**src/pkg/pec_pkg.sv**
```systemverilog
// shared constants and types of the performance event counter block
package pec_pkg;

  // ==========================================================================
  // sizes and reset values
  localparam int PEC_NUM_CH = 4;
  localparam int PEC_CNT_W = 32;
  localparam logic [31:0] PEC_COUNT_RST = 32'h0000_0000;
  localparam logic [31:0] PEC_COUNT_MAX = 32'hFFFF_FFFF;
  localparam logic [1:0] PEC_STEP_ONE = 2'h1;
  localparam logic [1:0] PEC_STEP_BRANCH = 2'h2;

  // ==========================================================================
  // event source per channel, coded 0 to 9 in this order
  typedef enum logic [3:0] {
    PEC_SRC_DISABLED,
    PEC_SRC_ELAPSED_CYCLE_SOURCE,
    PEC_SRC_EXECUTION_STATE_SOURCE,
    PEC_SRC_BRANCH_SOURCE,
    PEC_SRC_INSTRUCTION,
    PEC_SRC_EXCEPTION_INTERRUPT_SOURCE,
    PEC_SRC_INTERRUPT_ONLY,
    PEC_SRC_USER_RAM_ACCESS_SOURCE,
    PEC_SRC_USER_RAM_FETCH_SOURCE,
    PEC_SRC_USER_RAM_DATA_SOURCE
  } pec_src_t;

  // measurement period selection
  typedef enum logic [1:0] {
    PEC_PERIOD_COND1_TO_COND2,
    PEC_PERIOD_COND2_TO_COND1,
    PEC_PERIOD_START_TO_BREAK
  } pec_period_t;

  // measurement phase
  typedef enum logic [1:0] {
    PEC_PH_IDLE,
    PEC_PH_RUN,
    PEC_PH_DONE,
    PEC_PH_HALTED
  } pec_phase_t;

  // one-cycle event pulses from the cpu, all on i_clk
  typedef struct packed {
    logic exec_cycle;
    logic exec_state;
    logic branch;
    logic instr;
    logic exc_or_int;
    logic interrupt;
    logic user_ram_area_fetch;
    logic user_ram_area_data;
  } pec_events_t;

  // whole state of the block
  typedef struct packed {
    pec_phase_t phase;
    logic [PEC_NUM_CH-1:0][PEC_CNT_W-1:0] count;
    logic [PEC_NUM_CH-1:0] ovf;
    logic unreliable;
    // registered copies of the phase decode, so the status pins come from flops
    logic active;
    logic halted;
  } pec_state_t;

endpackage

```
**src/logic/pec_top.sv**
```systemverilog
// performance event counters: four channels over a bounded measurement period
`timescale 1ns/1ps
`default_nettype none

module pec_top (
  input wire logic i_clk,
  input wire logic i_rst_n,
  input wire logic i_cpu_clk_en,
  input wire pec_pkg::pec_events_t i_ev,
  input wire pec_pkg::pec_src_t [pec_pkg::PEC_NUM_CH-1:0] i_src_sel,
  input wire pec_pkg::pec_period_t i_period,
  input wire logic i_cond1_hit,
  input wire logic i_cond2_hit,
  input wire logic i_prog_start,
  input wire logic i_break,
  input wire logic i_por,
  input wire logic i_trace_nrt,
  input wire logic i_init,
  output logic [pec_pkg::PEC_NUM_CH-1:0][pec_pkg::PEC_CNT_W-1:0] o_count,
  output logic [pec_pkg::PEC_NUM_CH-1:0] o_ovf,
  output logic o_active,
  output logic o_halted,
  output logic o_unreliable
);

  // ==========================================================================
  // step per source
  // exceptions include interrupts, so the two interrupt sources differ only in
  // which pulse they watch; a user ram access that fetches and moves data in
  // one cycle counts twice, once per access
  function automatic logic [1:0] pec_step(input pec_pkg::pec_src_t sel, input pec_pkg::pec_events_t ev);
    logic [1:0] step;
    step = 2'h0;
    case (sel)
      pec_pkg::PEC_SRC_DISABLED: step = 2'h0;
      pec_pkg::PEC_SRC_ELAPSED_CYCLE_SOURCE: step = ev.exec_cycle ? pec_pkg::PEC_STEP_ONE : 2'h0;
      pec_pkg::PEC_SRC_EXECUTION_STATE_SOURCE: step = ev.exec_state ? pec_pkg::PEC_STEP_ONE : 2'h0;
      pec_pkg::PEC_SRC_BRANCH_SOURCE: step = ev.branch ? pec_pkg::PEC_STEP_BRANCH : 2'h0;
      pec_pkg::PEC_SRC_INSTRUCTION: step = ev.instr ? pec_pkg::PEC_STEP_ONE : 2'h0;
      pec_pkg::PEC_SRC_EXCEPTION_INTERRUPT_SOURCE: step = ev.exc_or_int ? pec_pkg::PEC_STEP_ONE : 2'h0;
      pec_pkg::PEC_SRC_INTERRUPT_ONLY: step = ev.interrupt ? pec_pkg::PEC_STEP_ONE : 2'h0;
      pec_pkg::PEC_SRC_USER_RAM_ACCESS_SOURCE: step = {1'b0, ev.user_ram_area_fetch} + {1'b0, ev.user_ram_area_data};
      pec_pkg::PEC_SRC_USER_RAM_FETCH_SOURCE: step = ev.user_ram_area_fetch ? pec_pkg::PEC_STEP_ONE : 2'h0;
      pec_pkg::PEC_SRC_USER_RAM_DATA_SOURCE: step = ev.user_ram_area_data ? pec_pkg::PEC_STEP_ONE : 2'h0;
      default: step = 2'h0;
    endcase
    return step;
  endfunction

  // ==========================================================================
  // period control terms
  pec_pkg::pec_state_t st;
  pec_pkg::pec_state_t next_st;
  logic start_hit;
  logic end_hit;
  logic counting;
  logic cond_mode;
  logic [pec_pkg::PEC_CNT_W:0] sum [pec_pkg::PEC_NUM_CH];

  // a condition that coincides with a power-on reset is not taken as satisfied
  always_comb
  begin
    start_hit = 1'b0;
    end_hit = 1'b0;
    cond_mode = 1'b0;
    case (i_period)
      pec_pkg::PEC_PERIOD_COND1_TO_COND2:
      begin
        cond_mode = 1'b1;
        start_hit = i_cond1_hit & ~i_por;
        end_hit = i_cond2_hit & ~i_por;
      end
      pec_pkg::PEC_PERIOD_COND2_TO_COND1:
      begin
        cond_mode = 1'b1;
        start_hit = i_cond2_hit & ~i_por;
        end_hit = i_cond1_hit & ~i_por;
      end
      default:
      begin
        start_hit = i_prog_start;
        end_hit = i_break;
      end
    endcase
  end

  // stalled cpu clock freezes every channel, as does any phase but run
  assign counting = (st.phase == pec_pkg::PEC_PH_RUN) && i_cpu_clk_en;

  // ==========================================================================
  // next state
  always_comb
  begin
    next_st = st;
    // phase sequence; a finished or halted period waits for initialize
    case (st.phase)
      pec_pkg::PEC_PH_IDLE:
      begin
        if (start_hit)
          next_st.phase = pec_pkg::PEC_PH_RUN;
      end
      pec_pkg::PEC_PH_RUN:
      begin
        // both start-to-break codes have no conditions, so power-on reset is ignored there
        if (i_por && cond_mode)
          next_st.phase = pec_pkg::PEC_PH_HALTED;
        else if (end_hit)
          next_st.phase = pec_pkg::PEC_PH_DONE;
      end
      pec_pkg::PEC_PH_DONE: next_st.phase = pec_pkg::PEC_PH_DONE;
      pec_pkg::PEC_PH_HALTED: next_st.phase = pec_pkg::PEC_PH_HALTED;
      default: next_st.phase = pec_pkg::PEC_PH_IDLE;
    endcase
    if (i_init)
      next_st.phase = pec_pkg::PEC_PH_IDLE;
    // status flops follow the next phase, so they keep the phase's cycle timing
    next_st.active = (next_st.phase == pec_pkg::PEC_PH_RUN);
    next_st.halted = (next_st.phase == pec_pkg::PEC_PH_HALTED);
    // channels run side by side; initialize zeroes the base, so an event in
    // the same cycle still lands on the fresh count instead of being lost
    for (int c = 0; c < pec_pkg::PEC_NUM_CH; c++)
    begin
      sum[c] = {1'b0, (i_init ? pec_pkg::PEC_COUNT_RST : st.count[c])}
               + {31'h0000_0000, (counting ? pec_step(i_src_sel[c], i_ev) : 2'h0)};
      next_st.count[c] = sum[c][pec_pkg::PEC_CNT_W-1:0];
      next_st.ovf[c] = (st.ovf[c] & ~i_init) | sum[c][pec_pkg::PEC_CNT_W];
    end
    // trace mode bends stall timing, so flag the run rather than trust it
    next_st.unreliable = (st.unreliable & ~i_init) | (counting & i_trace_nrt);
  end

  // ==========================================================================
  // state register
  always_ff @(posedge i_clk or negedge i_rst_n)
  begin
    if (!i_rst_n)
    begin
      st.phase <= pec_pkg::PEC_PH_IDLE;
      st.count <= {pec_pkg::PEC_NUM_CH{pec_pkg::PEC_COUNT_RST}};
      st.ovf <= '0;
      st.unreliable <= 1'b0;
      st.active <= 1'b0;
      st.halted <= 1'b0;
    end
    else
      st <= next_st;
  end

  // outputs straight from the state flops
  assign o_count = st.count;
  assign o_ovf = st.ovf;
  assign o_active = st.active;
  assign o_halted = st.halted;
  assign o_unreliable = st.unreliable;
endmodule // pec_top

`default_nettype wire

```
**config.mk**
```make
export PLATFORM = sky130hd
export DESIGN_NAME = pec_top
export DESIGN_NICKNAME = d
export VERILOG_FILES = /design/src/pkg/pec_pkg.sv /design/src/logic/pec_top.sv
export SDC_FILE = /design/constraint.sdc
export NUM_CORES = 1
export LEC_CHECK = 0
export BUFFER_PORTS_ARGS = -buffer_cell sky130_fd_sc_hd__buf_2
export CAP_MARGIN = 20
export CORE_AREA = 2 2 129 131
export CTS_CLUSTER_DIAMETER = 40
export DETAILED_ROUTE_END_ITERATION = 16
export DIE_AREA = 0 0 131 133
export PLACE_DENSITY_LB_ADDON = 0.1
export SYNTH_ARGS = -nofsm -noshare
export SYNTH_HDL_FRONTEND = slang
export SYNTH_SLANG_ARGS = --single-unit
```
**constraint.sdc**
```tcl
create_clock -name i_clk -period 4.5 [get_ports i_clk]
set_input_delay 0.9 -clock i_clk [delete_from_list [all_inputs] [get_ports i_clk]]
set_output_delay 0.9 -clock i_clk [all_outputs]
set_load 0.03 [all_outputs]
```
==> run_results.csv <==
group,metric,value,unit
floorplanning,initial_core_util,54.4,%
min_path,min-delay-start,"o_ovf[0]$_DFF_PN0_",
yosys,synth_fa_ha_area_share,2.19,%
global_routing,grt_pass1_wl,32400,um
critical_path,critPathKind,"input port to flop",
finish,fill_cells,1475,
yosys,async_reset_ff_share,100,%
status,status,"finished, final reports clean",
global_routing,grt_pass1_vias,6379,
critical_path,crit_required,4.83,ns
critical_path,r2r_start,"st[136]$_DFF_PN0_",
pwr,peakVddDrop,0.253,mV
critical_path,critPathLaunchType,"input port",
yosys,synth_top_family_by_area,"simple AND/OR/NAND/NOR gates",
clocking,cts_sinks,137,
routing,route.vias.total,6978,
timing,setup_viol_count_final,0,
finish,antennaDiodeCount,0,
critical_path,critPathMaxFanout,9,
yosys,synth_cells,963,
pwr,pwr-share-seq,43.9,%
yosys,syn-num-nets,1012,
placed_design,gp_congestion,0.834,
yosys,synth_edf_count,0,
pwr,p_comb_share,5.7,%
finish,drive_gt1_share,24.0,%
timing,max_freq,249,MHz
clocking,hold_buffers,0,
routing,wl_per_cell,15.8,um
yosys,synthMuxAreaShare,3.94,%
routing,drtIter0Drc,441,
yosys,ys_ff_latch,137,
timing,finalCriticalPeriod,4.02,ns
global_routing,grt_max_degree,94,
floorplanning,die_x,131,um
pwr,p_switching,640,uW
clocking,clockBufferDepth,2,
finish,fin_area,9500,um2
timing,rsz0062_at_grt,"false",
global_routing,antenna_found_initial,0,
pwr,pwr_density_cell,298,nW/um2
pwr,internal_power,2190,uW
pwr,swShare,22.6,%
critical_path,crit_path_end_kind,"flop",
clocking,postCtsSetupBuffers,0,
yosys,synthesis.area,8800,um2
timing,hold_violations,0,
yosys,synth_compound_area_share,10.3,%
floorplanning,die-area,17400,um2
finish,syn2layout_area_growth,8.01,%
clocking,cts_root_buf,"clkbuf_16",
job,drv_cap,0,
yosys,synth_ff_type,"dfrtp_1",
timing,setup-tns-final,0,ns
yosys,synth_sequential_area_ratio,39.0,%
yosys,yosysTopAreaCell,"dfrtp_1",
routing,drc_errors,0,
clocking,cts_resized,0,
timing,max_slew_margin,41.0,%
placed_design,placed_area,8900,um2
clocking,clk_pin_slew,0.06,ns
critical_path,cp-startpoint,"i_ev[0]",
routing,avgViaCountPerCell,5.70,
finish,finish.utilization,58.8,%
placed_design,place_hpwl,13400,um
yosys,ys_top_cells_by_area,"dfrtp_1, buf_4, or4_1",
floorplanning,die_h,133,um
routing,ant_nets,0,
timing,worstMarginPinSlew,0.885,ns
timing,period_share,89.4,%
clocking,cts_tree,"yes",
critical_path,worstPathArrival,4.35,ns
timing,finClkSkew,0.0105,ns
min_path,hold_class,"flop to flop",
yosys,ys_types,55,
pwr,p_leak,0.00430,uW
floorplanning,coreArea,16200,um2
finish,finalNetCount,1042,
global_routing,grt_overflow,0,
global_routing,grtUsageTotal,23.0,%
pwr,p_clk_share,50.3,%
floorplanning,io_pins,171,
yosys,yosysWarnings,0,
yosys,synth_xor_area_share,5.18,%
yosys,syn_avg_cell_area,9.14,um2
timing,maxSlewViolCount,0,
clocking,insertion_delay,0.42,ns
floorplanning,rows,47,
placed_design,portBuffers,170,
routing,wl,19300,um
yosys,yosys.area.top_type_share,39.0,%
routing,firstDrtPassIters,5,
yosys,synthSimpleGateAreaFrac,24.4,%
clocking,htree_levels,4,
clocking,cts-buffers-inserted,17,
worst max-delay path: stages:
cell	delay (ns)
buf_2	0.13
ha_1	0.30
mux2_2	0.15
a22o_1	0.13
a221oi_1	0.08
a2111oi_0	0.45
ha_1	0.24
inv_1	0.06
fa_1	0.41
nand4bb_1	0.25
or4_1	0.57
or4_1	0.55
a21oi_1	0.15
layout make-up:
type	count	area, um2	area share (%)
Multi-Input combinational cell	613	4050	42.6
Sequential cell	137	3430	36.1
Timing Repair Buffer	188	1010	10.6
Clock buffer	20	457	4.81
Tap cell	220	275	2.90
Clock inverter	11	148	1.55
Inverter	36	135	1.42
registers in the layout (all words and copies together) (netlist names):
register / cells
st: 2
o_ovf: 4
o_active: 1
o_count: 128
o_halted: 1
o_unreliable: 1
metal layers:
metal	track usage [%]	up-vias	routed length (um)
li1	-	3405	-
met1	33.5	3331	9320
met2	33.3	217	8370
met3	5.58	25	1300
met4	8.04	0	324
met5	0	-	0
per-stage QoR:
| step | std cells | hold slack (ns) | total power, uW | setup WS (ns) |
|---|---|---|---|---|
| final | 1225 | 0.488 | 2830 | 0.478 |
| after CTS | 1225 | 0.488 | 2870 | 0.511 |
| after floorplan | 963 | 0.465 | 1360 | 0.393 |
| after detailed placement | 1194 | 0.474 | 1430 | 0.107 |
| after global routing | 1225 | 0.522 | 2940 | 0.167 |
| after global placement | 1194 | 0.470 | 1430 | 0.0996 |
layout by cell type (no fill, tap or decap), drive strengths merged, types with 5 or more instances in the layout:
cell / n
a21oi: 56
and3: 5
and4: 9
buf: 188
clkbuf: 20
clkinv: 7
dfrtp: 137
ha: 9
inv: 36
mux2: 13
mux2i: 20
nand2: 68
nand2b: 10
nand3: 26
nand3b: 11
nand4: 34
nor2: 57
nor2b: 21
nor3: 23
nor3b: 5
nor4: 14
o21ai: 12
o31ai: 40
or2: 5
or3: 17
or4: 56
xnor2: 38
xor2: 14
power groups by stage:
stage | Combinational, uW | Sequential [uW] | Clock, uW
6_report | 163 | 1240 | 1430
3_5_place_dp | 165 | 1270 | 0
5_1_grt | 183 | 1250 | 1510
3_3_place_gp | 164 | 1270 | 0
4_1_cts | 166 | 1240 | 1460
2_1_floorplan | 82.8 | 1270 | 0
Yosys cell counts, types with 4 or more instances:
cell,count
nor4_1,14
mux2i_1,20
o21a_1,4
nor3b_1,5
a22oi_1,4
and4_1,9
nand3_1,26
or2_2,5
dfrtp_1,137
ha_1,9
o21ai_0,12
xnor2_1,38
o31ai_1,40
inv_1,36
nand2_1,68
and3_1,5
buf_4,133
nor2b_1,21
nor3_1,23
or3_1,17
mux2_2,12
or4_1,55
nand2b_1,10
a21oi_1,56
fa_1,4
nand4_1,33
nor2_1,57
nand3b_1,11
nor4b_1,4
buf_1,9
clkbuf_1,30
xor2_1,14
final timing paths:
check	to	slack (ns)	depth (start not counted)
max in group asynchronous	o_count[102]$_DFF_PN0_	3.18	2
max reg2reg	o_count[82]$_DFF_PN0_	0.82	12
min reg2reg	o_ovf[0]$_DFF_PN0_	0.49	1
min	o_ovf[0]$_DFF_PN0_	0.49	1
min in group asynchronous	o_count[21]$_DFF_PN0_	0.57	1
max	o_count[118]$_DFF_PN0_	0.48	13
cell families (layout without fill, tap and decap cells):
kind of cell               count (synthesis)  count (layout)
xor gates and xnor gates                  52              52
DFF                                      137             137
AOI/OAI and AO/OA                        140             140
buffers and inverters                    213             255
and+or+nand+nor                          375             375
adders and majority gates                 13              13
muxes                                     33              33
No activity file was read; power rests on OpenSTA's default activity.
